## config.mk

```make
export PLATFORM = sky130hd
export DESIGN_NAME = csd_decoder
export DESIGN_NICKNAME = d
export VERILOG_FILES = /design/src/core/csd_pkg.sv /design/src/core/csd_channel.sv /design/src/core/csd_decoder.sv
export SDC_FILE = /design/constraint.sdc
export NUM_CORES = 1
export LEC_CHECK = 0
export BUFFER_PORTS_ARGS = -buffer_cell sky130_fd_sc_hd__buf_4
export CAP_MARGIN = 20
export CELL_PAD_IN_SITES_DETAIL_PLACEMENT = 0
export CELL_PAD_IN_SITES_GLOBAL_PLACEMENT = 1
export CORE_ASPECT_RATIO = 1.4
export CORE_UTILIZATION = 51
export DETAILED_ROUTE_END_ITERATION = 10
export GPL_TIMING_DRIVEN = 0
export PLACE_DENSITY = 0.95
export SETUP_SLACK_MARGIN = 0.15
export SLEW_MARGIN = 10
export SYNTH_ARGS = -nofsm -noshare
export SYNTH_HDL_FRONTEND = slang
export SYNTH_HIERARCHICAL = 1
export SYNTH_SLANG_ARGS = --single-unit
```

## constraint.sdc

```tcl
create_clock -name i_core_clk -period 5.8 [get_ports i_core_clk]
set_clock_uncertainty 0.2 [all_clocks]
set_input_delay 0.87 -clock i_core_clk [delete_from_list [all_inputs] [get_ports i_core_clk]]
set_output_delay 0.87 -clock i_core_clk [all_outputs]
set_load 0.01 [all_outputs]
```

## src/core/csd_pkg.sv

```systemverilog
// Package of constants and types for the chip-select decoder
package csd_pkg;
   // ****************************************
   // Register map (byte addr, word index = addr/4)
   // ****************************************
   localparam logic [7:0] ADDR_PIN_ASSIGN0 = 8'h00;
   localparam logic [7:0] ADDR_PIN_ASSIGN1 = 8'h04;
   localparam logic [7:0] ADDR_DISCRETE = 8'h08;
   localparam logic [7:0] ADDR_BOOT_BASE = 8'h0C;
   localparam logic [7:0] ADDR_BOOT_OPTION = 8'h10;
   localparam logic [7:0] ADDR_STATUS = 8'h14;
   localparam logic [7:0] ADDR_CH_BASE0 = 8'h40;
   localparam logic [7:0] ADDR_CH_OPTION0 = 8'h80;
   localparam int NUM_GENERAL = 11;
   localparam int NUM_PINS = 12;
   // ****************************************
   // Field positions
   // ****************************************
   localparam int BASE_BLOCK_SIZE_CODE_LSB = 0;
   localparam int BASE_ADDR_LSB = 3;
   localparam int OPT_IPL_LSB = 1;
   localparam int OPT_SPACE_LSB = 4;
   localparam int OPT_RW_LSB = 11;
   localparam int OPT_BYTE_LSB = 13;
   localparam int OPT_MODE_BIT = 15;
   localparam int OPT_AUTOVECTOR_REQUEST_BIT = 0;
   localparam int OPT_SIZE_ACK_LSB = 6;
   // ****************************************
   // Reset values
   // ****************************************
   localparam logic [15:0] BOOT_BASE_RESET = 16'h0006;
   localparam logic [15:0] BOOT_OPTION_RESET = 16'h6830;
   localparam logic [15:0] CH_BASE_RESET = 16'h0000;
   localparam logic [15:0] CH_OPTION_RESET = 16'h0000;
   localparam logic [1:0] BYTE_BOTH = 2'h3;
   localparam logic [23:0] PIN_ASSIGN_RESET = 24'h000000;
   localparam logic [6:0] DISCRETE_RESET = 7'h00;
   // ****************************************
   // Encodings
   // ****************************************
   typedef enum logic [1:0] {
      CSD_PIN_DISCRETE = 2'h0,
      CSD_PIN_ALTERNATE = 2'h1,
      CSD_PIN_SELECT8 = 2'h2,
      CSD_PIN_SELECT16 = 2'h3
   } csd_pin_type;
   localparam logic [1:0] SPACE_CPU = 2'h0;
   localparam logic [1:0] SPACE_USER = 2'h1;
   localparam logic [1:0] SPACE_SUPV = 2'h2;
   localparam logic [1:0] RW_READ = 2'h1;
   localparam logic [1:0] RW_WRITE = 2'h2;
   localparam logic [3:0] SIZE_ACK_FAST = 4'hE;
   localparam logic [3:0] SIZE_ACK_EXTERNAL = 4'hF;
   localparam logic [2:0] FC_CPU_SPACE = 3'h7;
   localparam logic [3:0] SPACE_TYPE_IACK = 4'hF;
endpackage

```

## src/core/csd_channel.sv

```systemverilog
// One chip-select channel compare unit
`timescale 1ns/1ps
module csd_channel (
   input wire logic [15:0] i_base,
   input wire logic [15:0] i_option,
   input wire logic i_wide_port,
   input wire logic [23:0] i_addr,
   input wire logic [2:0] i_fc,
   input wire logic i_read,
   input wire logic [1:0] i_siz,
   output logic o_match
);
   logic [2:0] blk;
   logic [12:0] base_hi;
   logic [12:0] mask;
   logic [1:0] space;
   logic [1:0] rw;
   logic [1:0] byte_f;
   logic [2:0] ack_priority_level;
   logic cpu_space;
   logic space_ok;
   logic rw_ok;
   logic byte_ok;
   logic ipl_ok;
   logic addr_ok;
   logic upper;
   logic lower;

   // Mask of compared bits 23:11 per block size
   function automatic logic [12:0] blk_mask(input logic [2:0] code);
      case (code)
         3'h0: blk_mask = 13'h1FFF;
         3'h1: blk_mask = 13'h1FFC;
         3'h2: blk_mask = 13'h1FF8;
         3'h3: blk_mask = 13'h1FE0;
         3'h4: blk_mask = 13'h1FC0;
         3'h5: blk_mask = 13'h1F80;
         3'h6: blk_mask = 13'h1F00;
         default: blk_mask = 13'h1E00;
      endcase
   endfunction

   always_comb begin
      blk = i_base[csd_pkg::BASE_BLOCK_SIZE_CODE_LSB +: 3];
      base_hi = i_base[csd_pkg::BASE_ADDR_LSB +: 13];
      mask = blk_mask(blk);
      space = i_option[csd_pkg::OPT_SPACE_LSB +: 2];
      rw = i_option[csd_pkg::OPT_RW_LSB +: 2];
      byte_f = i_option[csd_pkg::OPT_BYTE_LSB +: 2];
      ack_priority_level = i_option[csd_pkg::OPT_IPL_LSB +: 3];
      cpu_space = (i_fc == csd_pkg::FC_CPU_SPACE);
      addr_ok = ((i_addr[23:11] ^ base_hi) & mask) == 13'h0000;
      case (space)
         csd_pkg::SPACE_CPU: space_ok = cpu_space;
         csd_pkg::SPACE_USER: space_ok = !cpu_space && !i_fc[2];
         csd_pkg::SPACE_SUPV: space_ok = !cpu_space && i_fc[2];
         default: space_ok = !cpu_space;
      endcase
      // Priority compared only for CPU-space cycles (function code 7)
      ipl_ok = !cpu_space || (ack_priority_level == 3'h0) || (ack_priority_level == i_addr[3:1]);
      case (rw)
         csd_pkg::RW_READ: rw_ok = i_read;
         csd_pkg::RW_WRITE: rw_ok = !i_read;
         2'h3: rw_ok = 1'b1;
         default: rw_ok = 1'b0;
      endcase
      // Upper byte lane is the even address; word access hits both
      upper = !i_addr[0];
      lower = i_addr[0] || (i_siz != 2'h1);
      if (!i_wide_port) begin
         byte_ok = (byte_f != 2'h0);
      end else begin
         byte_ok = (byte_f[1] && upper) || (byte_f[0] && lower);
      end
      o_match = addr_ok && space_ok && ipl_ok && rw_ok && byte_ok;
   end
endmodule // csd_channel

```

## src/core/csd_decoder.sv

```systemverilog
// Chip-select decoder top with Wishbone register file
//
// Our own choices: the Wishbone interface to the registers and the address map.
`timescale 1ns/1ps
// Function
// - Select only when all access parameters match
// - Select outputs are active low
// - Internal address hits suppress select, external bus
// - General channels disabled until byte field nonzero
// - Boot select active straight out of reset
// - Twelve two-bit pin fields in two registers
// - Pin codes: discrete, alternate, 8-bit, 16-bit
// - Pins 1-3 ignore code 00; boot pin 0 still selects on it
// - Discrete pins drive latch bits, selects 3-9
// - Pin 11 discrete code drives bus clock
// - Reset straps pick 16-bit or alternate for pins 1-11
// - Data line zero picks boot port width
// - Compare runs for discrete/alternate pins too
// - Block size picks compared upper address bits
// - Overlapping channels each assert own select
// - Boot base zero, block 512K at reset
// - Internal size ack and autovector per channel
// - Narrow port: nonzero byte field enables; boot 11
// - Async select with strobe; sync with clock
// - Wide port checks addr bit 0 and size
module csd_decoder #(
   parameter int NUM_GENERAL = 11
) (
   input wire logic i_core_clk,
   input wire logic i_resetn,
   input wire logic i_wb_cyc,
   input wire logic i_wb_stb,
   input wire logic i_wb_we,
   input wire logic [7:0] i_wb_adr,
   input wire logic [3:0] i_wb_sel,
   input wire logic [31:0] i_wb_dat,
   output logic [31:0] o_wb_dat,
   output logic o_wb_ack,
   input wire logic [7:0] i_strap_data,
   input wire logic [23:0] i_addr,
   input wire logic [2:0] i_fc,
   input wire logic i_read,
   input wire logic [1:0] i_transfer_size_lines,
   input wire logic i_addr_strobe,
   input wire logic i_data_strobe,
   input wire logic i_sync_bus_clock,
   input wire logic i_internal_hit,
   output logic o_ext_bus_enable,
   output logic [NUM_GENERAL:0] o_select_n,
   output logic [NUM_GENERAL:0] o_pin_value,
   output logic [NUM_GENERAL:0] o_pin_is_alternate,
   output logic o_size_ack_n,
   output logic o_autovector_request_n
);
   localparam int NCH = NUM_GENERAL + 1;
   // ****************************************
   // Registers
   // ****************************************
   logic [23:0] pin_assignment_regs;
   logic [6:0] discrete_output_latch;
   logic [15:0] boot_base_reg;
   logic [15:0] boot_option_reg;
   logic [15:0] channel_base_regs [NUM_GENERAL];
   logic [15:0] channel_option_regs [NUM_GENERAL];
   logic strap_pending;
   logic ack;
   logic [31:0] rdata;
   logic [23:0] next_pin;
   logic [6:0] next_discrete;
   logic [15:0] next_boot_base;
   logic [15:0] next_boot_option;
   logic [15:0] next_base [NUM_GENERAL];
   logic [15:0] next_option [NUM_GENERAL];
   logic next_ack;
   logic [31:0] next_rdata;
   logic wr;
   logic [15:0] wdata;
   logic [NCH-1:0] match;
   logic [NCH-1:0] sel_q;
   logic [NCH-1:0] next_sel;
   logic [NCH-1:0] pin_q;
   logic [NCH-1:0] next_pin_val;
   logic ack_q;
   logic autovector_request_q;
   logic next_ack_out;
   logic next_autovector_request;
   logic [15:0] opt [NCH];
   logic [15:0] bas [NCH];

   // Strap data pin feeding each pin field; boot is not strapped here
   function automatic int strap_bit(input int ch);
      case (ch)
         0: strap_bit = 1;
         1, 2: strap_bit = 2;
         3, 4, 5: strap_bit = 3;
         6: strap_bit = 4;
         7: strap_bit = 5;
         8: strap_bit = 6;
         default: strap_bit = 7;
      endcase
   endfunction

   // Pins with no discrete function
   function automatic logic no_discrete(input int ch);
      no_discrete = (ch <= 3);
   endfunction

   // ****************************************
   // Register file over Wishbone
   // ****************************************
   assign wr = i_wb_cyc && i_wb_stb && i_wb_we && !ack;
   assign wdata = {i_wb_sel[1] ? i_wb_dat[15:8] : 8'h00, i_wb_sel[0] ? i_wb_dat[7:0] : 8'h00};

   always_comb begin
      next_pin = pin_assignment_regs;
      next_discrete = discrete_output_latch;
      next_boot_base = boot_base_reg;
      next_boot_option = boot_option_reg;
      next_base = channel_base_regs;
      next_option = channel_option_regs;
      next_ack = i_wb_cyc && i_wb_stb && !ack;
      next_rdata = 32'h00000000;
      if (strap_pending) begin
         // Straps caught on the first edge after release
         next_boot_option[csd_pkg::OPT_BYTE_LSB +: 2] = csd_pkg::BYTE_BOTH;
         next_pin[1:0] = i_strap_data[0] ? 2'h3 : 2'h2;
         for (int c = 0; c < NUM_GENERAL; c++) begin
            next_pin[2*(c+1) +: 2] = i_strap_data[strap_bit(c)] ? 2'h3 : 2'h1;
         end
      end else if (wr) begin
         case (i_wb_adr)
            csd_pkg::ADDR_PIN_ASSIGN0: next_pin[11:0] = wdata[11:0];
            csd_pkg::ADDR_PIN_ASSIGN1: next_pin[23:12] = wdata[11:0];
            csd_pkg::ADDR_DISCRETE: next_discrete = wdata[6:0];
            csd_pkg::ADDR_BOOT_BASE: next_boot_base = wdata;
            csd_pkg::ADDR_BOOT_OPTION: next_boot_option = wdata;
            default: begin
               for (int c = 0; c < NUM_GENERAL; c++) begin
                  if (i_wb_adr == csd_pkg::ADDR_CH_BASE0 + 8'(4*c)) next_base[c] = wdata;
                  if (i_wb_adr == csd_pkg::ADDR_CH_OPTION0 + 8'(4*c)) next_option[c] = wdata;
               end
            end
         endcase
      end
      case (i_wb_adr)
         csd_pkg::ADDR_PIN_ASSIGN0: next_rdata = {20'h00000, pin_assignment_regs[11:0]};
         csd_pkg::ADDR_PIN_ASSIGN1: next_rdata = {20'h00000, pin_assignment_regs[23:12]};
         csd_pkg::ADDR_DISCRETE: next_rdata = {25'h0000000, discrete_output_latch};
         csd_pkg::ADDR_BOOT_BASE: next_rdata = {16'h0000, boot_base_reg};
         csd_pkg::ADDR_BOOT_OPTION: next_rdata = {16'h0000, boot_option_reg};
         csd_pkg::ADDR_STATUS: next_rdata = {20'h00000, match};
         default: begin
            for (int c = 0; c < NUM_GENERAL; c++) begin
               if (i_wb_adr == csd_pkg::ADDR_CH_BASE0 + 8'(4*c)) next_rdata = {16'h0000, channel_base_regs[c]};
               if (i_wb_adr == csd_pkg::ADDR_CH_OPTION0 + 8'(4*c)) next_rdata = {16'h0000, channel_option_regs[c]};
            end
         end
      endcase
   end

   always_ff @(posedge i_core_clk or negedge i_resetn) begin
      if (!i_resetn) begin
         pin_assignment_regs <= csd_pkg::PIN_ASSIGN_RESET;
         discrete_output_latch <= csd_pkg::DISCRETE_RESET;
         boot_base_reg <= csd_pkg::BOOT_BASE_RESET;
         boot_option_reg <= csd_pkg::BOOT_OPTION_RESET;
         for (int c = 0; c < NUM_GENERAL; c++) begin
            channel_base_regs[c] <= csd_pkg::CH_BASE_RESET;
            channel_option_regs[c] <= csd_pkg::CH_OPTION_RESET;
         end
         strap_pending <= 1'b1;
         ack <= 1'b0;
         o_wb_dat <= 32'h00000000;
      end else begin
         pin_assignment_regs <= next_pin;
         discrete_output_latch <= next_discrete;
         boot_base_reg <= next_boot_base;
         boot_option_reg <= next_boot_option;
         channel_base_regs <= next_base;
         channel_option_regs <= next_option;
         strap_pending <= 1'b0;
         ack <= next_ack;
         o_wb_dat <= next_rdata;
      end
   end
   assign o_wb_ack = ack;

   // ****************************************
   // Channel compare
   // ****************************************
   always_comb begin
      bas[0] = boot_base_reg;
      opt[0] = boot_option_reg;
      for (int c = 0; c < NUM_GENERAL; c++) begin
         bas[c+1] = channel_base_regs[c];
         opt[c+1] = channel_option_regs[c];
      end
   end

   // Index 0 is the boot channel, index c+1 is general channel c
   for (genvar g = 0; g < NCH; g++) begin : g_ch
      csd_channel csd_channel_i (
         .i_base(bas[g]),
         .i_option(opt[g]),
         .i_wide_port(pin_assignment_regs[2*g+1] ? pin_assignment_regs[2*g] : 1'b1),
         .i_addr(i_addr),
         .i_fc(i_fc),
         .i_read(i_read),
         .i_siz(i_transfer_size_lines),
         .o_match(match[g])
      );
   end

   // ****************************************
   // Select, pin and termination outputs
   // ****************************************
   always_comb begin
      next_sel = '0;
      next_pin_val = '1;
      next_ack_out = 1'b0;
      next_autovector_request = 1'b0;
      o_pin_is_alternate = '0;
      for (int c = 0; c < NCH; c++) begin
         logic strobe_ok;
         logic hit;
         strobe_ok = opt[c][csd_pkg::OPT_MODE_BIT] ? i_sync_bus_clock
                   : (opt[c][12] ? i_data_strobe : i_addr_strobe);
         hit = match[c] && i_addr_strobe && !i_internal_hit && strobe_ok;
         case (csd_pkg::csd_pin_type'(pin_assignment_regs[2*c +: 2]))
            csd_pkg::CSD_PIN_SELECT8, csd_pkg::CSD_PIN_SELECT16: next_sel[c] = hit;
            csd_pkg::CSD_PIN_ALTERNATE: o_pin_is_alternate[c] = 1'b1;
            csd_pkg::CSD_PIN_DISCRETE: begin
               if (c == NCH - 1) next_pin_val[c] = i_sync_bus_clock;
               else if (c >= 4) next_pin_val[c] = discrete_output_latch[c-4];
               else next_pin_val[c] = 1'b1;
            end
            default: next_sel[c] = 1'b0;
         endcase
         if (c == 0 && pin_assignment_regs[1:0] == 2'h0) next_sel[c] = hit;
         if (hit && !opt[c][csd_pkg::OPT_MODE_BIT]) begin
            if (opt[c][csd_pkg::OPT_SIZE_ACK_LSB +: 4] != csd_pkg::SIZE_ACK_EXTERNAL) next_ack_out = 1'b1;
            if (opt[c][csd_pkg::OPT_AUTOVECTOR_REQUEST_BIT] && i_fc == csd_pkg::FC_CPU_SPACE) next_autovector_request = 1'b1;
         end
      end
   end

   always_ff @(posedge i_core_clk or negedge i_resetn) begin
      if (!i_resetn) begin
         sel_q <= '0;
         pin_q <= '1;
         ack_q <= 1'b0;
         autovector_request_q <= 1'b0;
      end else begin
         sel_q <= next_sel;
         pin_q <= next_pin_val;
         ack_q <= next_ack_out;
         autovector_request_q <= next_autovector_request;
      end
   end

   assign o_select_n = ~sel_q;
   assign o_pin_value = pin_q;
   assign o_size_ack_n = ~ack_q;
   assign o_autovector_request_n = ~autovector_request_q;
   assign o_ext_bus_enable = !i_internal_hit;

   // ****************************************
   // Checks
   // ****************************************
   property p_internal;
      @(posedge i_core_clk) disable iff (!i_resetn) i_internal_hit |=> &o_select_n;
   endproperty
   a_internal: assert property (p_internal) else $error("select during internal access");

   property p_nomatch;
      @(posedge i_core_clk) disable iff (!i_resetn) !match[1] |=> o_select_n[1];
   endproperty
   a_nomatch: assert property (p_nomatch) else $error("select without match");

   property p_cycle_end;
      @(posedge i_core_clk) disable iff (!i_resetn) !i_addr_strobe |=> (&o_select_n && o_size_ack_n);
   endproperty
   a_cycle_end: assert property (p_cycle_end) else $error("select held after cycle");

   property p_disabled;
      @(posedge i_core_clk) disable iff (!i_resetn)
         (channel_option_regs[0][14:13] == 2'h0) |=> o_select_n[1];
   endproperty
   a_disabled: assert property (p_disabled) else $error("disabled channel selected");

   property p_boot_byte;
      @(posedge i_core_clk) disable iff (!i_resetn) $rose(strap_pending == 1'b0) |-> boot_option_reg[14:13] == 2'h3;
   endproperty
   a_boot_byte: assert property (p_boot_byte) else $error("boot byte field not set");

   property p_boot_width;
      @(posedge i_core_clk) disable iff (!i_resetn)
         $fell(strap_pending) |-> pin_assignment_regs[1:0] == ($past(i_strap_data[0]) ? 2'h3 : 2'h2);
   endproperty
   a_boot_width: assert property (p_boot_width) else $error("boot width strap wrong");

   property p_discrete;
      @(posedge i_core_clk) disable iff (!i_resetn)
         (i_resetn && pin_assignment_regs[9:8] == 2'h0) |=> o_pin_value[4] == $past(discrete_output_latch[0]);
   endproperty
   a_discrete: assert property (p_discrete) else $error("discrete bit not driven");

   property p_reserved;
      @(posedge i_core_clk) disable iff (!i_resetn)
         (pin_assignment_regs[3:2] == 2'h0) |=> (o_pin_value[1] && o_select_n[1]);
   endproperty
   a_reserved: assert property (p_reserved) else $error("reserved code drove pin");
endmodule // csd_decoder

```

==> flow_metrics.tcl, run 1 <==
set metrics [dict create \
    outcome "finished clean" \
    p_switching_mw 1.99 \
    crit_chain "buf_4 > buf_2 > buf_2 > nor2_1 > o21ai_0 > a211oi_1 > nor3_1 > a2111oi_2 > o21ai_1" \
    dr.pass1.iters 6 \
    hold_viol_final 0 \
    cp_slowest_cell "o21ai_0" \
    synth_edf_count 0 \
    port_buffers 113 \
    cts_root_buffer "clkbuf_16" \
    nets 3158 \
    synth_compound_area_share_pct 23.5 \
    cellPowerDensity_mw_per_mm2 253 \
    setup_violations 0 \
    die_w_um 190 \
    endpoint_kind "register" \
    seqPwrFrac_pct 43.9 \
    p_sw_share_pct 27.0 \
    ant_nets 0 \
    avgSynthCellArea_um2 8.93 \
    clockPowerShare_pct 46.1 \
    grt_pass1_vias 24500 \
    place_hpwl_um 94700 \
    power_mw 7.36 \
    seq_area_mm2 0.0114 \
    synth_top_cell_by_area "dfrtp_1" \
    finalCritPeriodShare_pct 69.8 \
    synth_commonest_cells "nand2_1 (502), dfrtp_1 (439), o21ai_0 (434)" \
    vias 26100 \
    critical_path.max_stage_delay_ns 0.92 \
    clk_pin_slew_ns 0.06 \
    regToRegSetupSlack_ns 1.97 \
    synth_warnings 6 \
    synth.area.top_cells "dfrtp_1 (43%), o21ai_0 (8.6%), nand2_1 (7.5%), xnor2_1 (3.7%), xor2_1 (3.0%)" \
    drc 0 \
    syn_area_mm2 0.0253 \
    wl_per_cell_um 35.7 \
    p_leak_nw 12.4 \
    startpoint "i_wb_adr[2]" \
    utilization_pct 59.4 \
    cts_tree "yes" \
    cp_data_arrival_time_ns 4.34 \
    post-synth-top-count-cell "nand2_1" \
    yosysTopAreaCellShare_pct 43.5 \
    synthSimpleGateAreaFrac_pct 16.5 \
    peakVddDrop_mv 0.264 \
    synthFlopType "dfrtp_1" \
    initial_core_util_pct 51.6 \
    core_area_mm2 0.0490 \
    max_freq_mhz 247 \
    grt_pass1_wl_um 183000 \
    worstSkewPairLatency_ns 0.62 \
    hold_path_class "input port to asynchronous set/reset pin" \
    synth_fa_ha_area_share_pct 1.98 \
    die_h_um 265 \
    rows 96 \
    track_usage_pct 52.4 \
    final.min_clock_period_ns 4.05 \
    clockBufferDepth 3 \
    yosysUniqueCellTypes 79 \
    drt_iter0_markers 3676 \
    cap_viol_max_count 0 \
    die-area_mm2 0.0505 \
    synthArstFlopShare_pct 100 \
    slew_headroom_pct 10.8 \
    antenna_found_initial 12 \
    required_ns 6.09 \
    cts_setup_buffers 0 \
    reg2reg_depth 9 \
    crit_type "input port to register" \
    r2r_start "o_wb_ack" \
    cp_common_cell "buf_2" \
    ys_seq_area_share_pct 45.1 \
    layout-area-overhead-vs-synth_pct 15.1 \
    grt_max_degree 111 \
    critical_path.endpoint "o_wb_dat[14]" \
    fillCellCount 4435 \
    cts_hold_buffers 0 \
    final_max_slew_viol_count 0 \
    synth-xor-area-share_pct 6.65 \
    htreeDepth 2 \
    synth_top_family_by_area "compound AO/OA/AOI/OAI gates" \
    cp_max_fo 10 \
    start_kind "input port" \
    grt_overflow 0 \
    gp_congestion 1.11 \
    cts_num_sinks 455 \
    rsz0062_at_grt "false" \
    drt-total-wl_um 133000 \
    yosys-mux-area-fraction_pct 0.792 \
    r2r-end "channel_option_regs[170]" \
    multi_input_area_mm2 0.0126 \
    ctsResizeCount 0 \
    synth_cells 2830 \
    ys_ff_latch 455 \
    io_pins 163 \
    p_comb_share_pct 9.9 \
    drive_above_1_share_pct 12.5 \
    viasPerCell 7.01 \
    worstMarginPinSlew_ns 1.34 \
    power.internal_mw 5.37 \
    cts_made_buffers 47 \
]
cell usage in the layout (no fill, tap or decap), drive strengths merged, types with 28 or more instances in the layout:
cell type  count
nand3         44
nand2        507
nor2         110
xor2          86
nand4         28
dfrtp        439
o21ai        452
a211oi        36
o22ai         50
buf          212
xnor2        106
clkbuf       195
nor4          30
ha            36
inv          103
a21oi         82
a22oi         82
logic make-up after synthesis:
logic type | Yosys count
AO/OA/AOI/OAI | 940
multiplexers | 20
adder cells (fa/ha/maj) | 41
XOR/XNOR | 192
AND/OR/NAND/NOR | 870
flip-flops | 455
other | 2
buffers and inverters | 310
how the worst min path moves through the flow:
stage	from	end	slack, ns	depth (start not counted)
CTS	i_resetn	bas[98]	0.07	1
global route	i_resetn	bas[98]	0.10	1
global placement	o_wb_ack	o_wb_ack	0.22	1
finish	i_resetn	bas[98]	0.04	1
floorplan	channel_option_regs[122]	channel_option_regs[122]	0.24	2
detailed placement	o_wb_ack	o_wb_ack	0.24	1
per-stage QoR:
step / instance area (um2) / cells / hold WS [ns] / setup WS (ns) / setup TNS (ns)
after floorplan: 25300 / 2849 / 0.245 / 2.90 / 0
after global placement: 27000 / 3599 / 0.220 / -0.974 / -392.09
final: 29100 / 3721 / 0.0374 / 1.75 / 0
after detailed placement: 27300 / 3617 / 0.241 / 1.59 / 0
after CTS: 29000 / 3704 / 0.0729 / 2.21 / 0
after global routing: 29100 / 3710 / 0.102 / 1.91 / 0
area by class of cell:
cell class | count | share of cell area (%)
Clock buffer | 67 | 4.93
Sequential cell | 455 | 39.2
Timing Repair Buffer | 133 | 4.07
Clock inverter | 20 | 0.925
Buffer | 207 | 3.46
Antenna cell | 15 | 0.129
Multi-Input combinational cell | 2084 | 43.2
Tap cell | 637 | 2.74
Inverter | 103 | 1.33
per-layer routing:
layer  track usage (%)  vias up  part of all wire [%]  wire length, um
met3              17.9      756                    13            17700
met2              74.7     2177                    41            54800
met1              60.2    12700                    33            44000
li1                  -    10500                     -                -
met4              51.7        6                    12            16200
met5              1.38        -                 0.083              110
power groups by stage:
stage	clock network [mW]	logic [mW]	registers, mW
2_1_floorplan	0	0.246	3.28
3_3_place_gp	0	0.648	3.29
3_5_place_dp	0	0.678	3.29
4_1_cts	3.37	0.681	3.23
5_1_grt	3.49	0.729	3.23
6_report	3.40	0.732	3.23
worst max-delay path, delay by kind of cell:
family	cells	cell delay (ns)
compound gates	4	1.61
buf+inv	3	0.86
simple gates	2	0.97
(Power assumes the default switching activity.)
==> run 2: changes to the inputs <==
--- a/config.mk
+++ b/config.mk
@@ -10,10 +10,10 @@
 export CELL_PAD_IN_SITES_DETAIL_PLACEMENT = 0
 export CELL_PAD_IN_SITES_GLOBAL_PLACEMENT = 1
 export CORE_ASPECT_RATIO = 1.4
-export CORE_UTILIZATION = 51
+export CORE_UTILIZATION = 47
 export DETAILED_ROUTE_END_ITERATION = 10
 export GPL_TIMING_DRIVEN = 0
-export PLACE_DENSITY = 0.95
+export PLACE_DENSITY = 0.9
 export SETUP_SLACK_MARGIN = 0.15
 export SLEW_MARGIN = 10
 export SYNTH_ARGS = -nofsm -noshare
==> constraint.sdc (replaced) <==
create_clock -name i_core_clk -period 4 [get_ports i_core_clk]
set_clock_uncertainty 0.2 [all_clocks]
set_input_delay 0.6 -clock i_core_clk [delete_from_list [all_inputs] [get_ports i_core_clk]]
set_output_delay 0.6 -clock i_core_clk [all_outputs]
set_load 0.01 [all_outputs]
==> flow_metrics.tcl, run 2 (synthesized netlist as in run 1, its figures left out) <==
set metrics [dict create \
    p_leak_nw 12.3 \
    start_kind "input port" \
    cts_made_buffers 47 \
    track_usage_pct 50.0 \
    wl_per_cell_um 35.9 \
    die_h_um 276 \
    die_w_um 198 \
    drt-total-wl_um 136000 \
    cts_tree "yes" \
    outcome "finished clean" \
    layout_common_cells "nand2_1 (502), dfrtp_1 (439), o21ai_0 (434)" \
    cts_setup_buffers 0 \
    cp_common_cell "clkbuf_1" \
    cellPowerDensity_mw_per_mm2 359 \
    grt_overflow 0 \
    timing.setup.tns_ns 0 \
    rows 100 \
    cp_data_arrival_time_ns 4.17 \
    nets 3155 \
    grt_pass1_wl_um 188000 \
    rsz0062_at_grt "false" \
    place_hpwl_um 98000 \
    hold_path_class "input port to register" \
    place_ws_ns -0.377 \
    htreeDepth 2 \
    drc 0 \
    port_buffers 113 \
    hold_viol_final 0 \
    crit_chain "buf_4 > nor2_1 > clkbuf_1 > nand3_1 > clkbuf_1 > o221a_2 > a222oi_1 > buf_2 > o21ai_0" \
    cts_root_buffer "clkbuf_16" \
    crit_family "buffers and inverters" \
    antenna_found_initial 17 \
    worstMarginPinSlew_ns 1.28 \
    cp_slowest_cell "clkbuf_1" \
    clockBufferDepth 3 \
    whs_ns 0.00257 \
    critical_path.max_stage_delay_ns 0.58 \
    final.min_clock_period_ns 3.93 \
    setup_violations 0 \
    drive_above_1_share_pct 12.4 \
    required_ns 4.24 \
    viasPerCell 6.79 \
    cts_num_sinks 455 \
    layout-area-overhead-vs-synth_pct 14.9 \
    slew_headroom_pct 14.9 \
    drt_iter0_markers 3598 \
    final_common_cell "nand2_1" \
    grt_max_degree 114 \
    peakVddDrop_mv 0.383 \
    dr.pass1.iters 9 \
    endpoint_kind "register" \
    core_area_mm2 0.0532 \
    setup_slack_ns 0.0729 \
    io_pins 163 \
    crit_type "input port to register" \
    fillCellCount 5070 \
    die-area_mm2 0.0547 \
    grt_pass1_vias 24700 \
    max_freq_mhz 255 \
    cap_viol_max_count 0 \
    cp_max_fo 10 \
    ant_nets 0 \
    vias 25800 \
    finalCritPeriodShare_pct 98.2 \
    gp_congestion 1.08 \
    initial_core_util_pct 47.5 \
    clk_pin_slew_ns 0.07 \
    worstSkewPairLatency_ns 0.64 \
    utilization_pct 54.6 \
    final_max_slew_viol_count 0 \
    crit_buf_inv 4 \
]
run 2: changes by cell type in the layout (fill, tap and decap cells not counted), moves of 3 or more:
| cell | previous run | this run |
|---|---|---|
| buf_8 | 11 | 7 |
| clkinvlp_4 | 0 | 3 |
| buf_6 | 14 | 11 |
| clkinv_4 | 5 | 0 |
| clkbuf_1 | 119 | 122 |
| clkbuf_8 | 14 | 7 |
| clkbuf_2 | 13 | 19 |
| inv_6 | 0 | 3 |
run 2: tightest hold or removal path: stages:
cell and delay [ns]:
buf_4 0.08, nand2_1 0.04, o21ai_0 0.06
run 2: worst paths after layout:
| path | start | end | slack [ns] | cells after the start |
|---|---|---|---|---|
| setup / recovery | i_wb_adr[0] | o_wb_dat[15] | 0.07 | 9 |
| setup reg to reg | pin_assignment_regs[11] | sel_q[5] | 0.09 | 6 |
| hold reg to reg | o_wb_ack | o_wb_ack | 0.23 | 1 |
| max in group asynchronous | i_resetn | o_wb_dat[10] | 1.85 | 4 |
| hold / removal | i_strap_data[1] | pin_assignment_regs[3] | 0.003 | 3 |
| min in group asynchronous | i_resetn | bas[14] | 0.33 | 2 |
run 2: metal layers:
layer	share of wire (%)	global-route usage [%]	routed length, um	vias up
met4	12	47.3	16000	10
met2	42	71.6	56600	2021
met5	0.045	0	61	-
met3	12	16.1	16900	720
li1	-	-	-	10500
met1	34	58.6	46600	12600
run 2: where the power goes:
group	total [mW]	switching, mW	leakage [nW]	internal (mW)
clock	4.67	2.04	0.769	2.63
combinational	1.07	0.796	5.42	0.269
sequential	4.69	0.0567	6.12	4.64
run 2: metrics by stage:
| stage | total power, mW | instance area [um2] | cells |
|---|---|---|---|
| final | 10.4 | 29000 | 3794 |
| after global routing | 10.6 | 29000 | 3781 |
| after CTS | 10.3 | 29000 | 3779 |
| after detailed placement | 5.77 | 27400 | 3689 |
| after global placement | 5.73 | 27100 | 3676 |
| after floorplan | 5.11 | 25300 | 2849 |
run 2: cell type report:
class / count / area [um2] / area share (%)
clock inverter: 21 / 249 / 0.857
buffer: 207 / 1010 / 3.49
timing repair buffer: 130 / 1140 / 3.93
inverter: 103 / 387 / 1.33
sequential: 455 / 11400 / 39.3
clock buffer: 67 / 1320 / 4.55
multi-input combinational: 2084 / 12600 / 43.4
tap: 714 / 893 / 3.08
antenna: 13 / 32.5 / 0.112
run 2: timing repair:
item / CTS / global route
endpoints found under the setup margin: 30 / 2
hold buffers: 2 / 0
endpoints found under the hold margin: 67 / 0
gates cloned: 0 / 0
resized for setup: 1 / 3
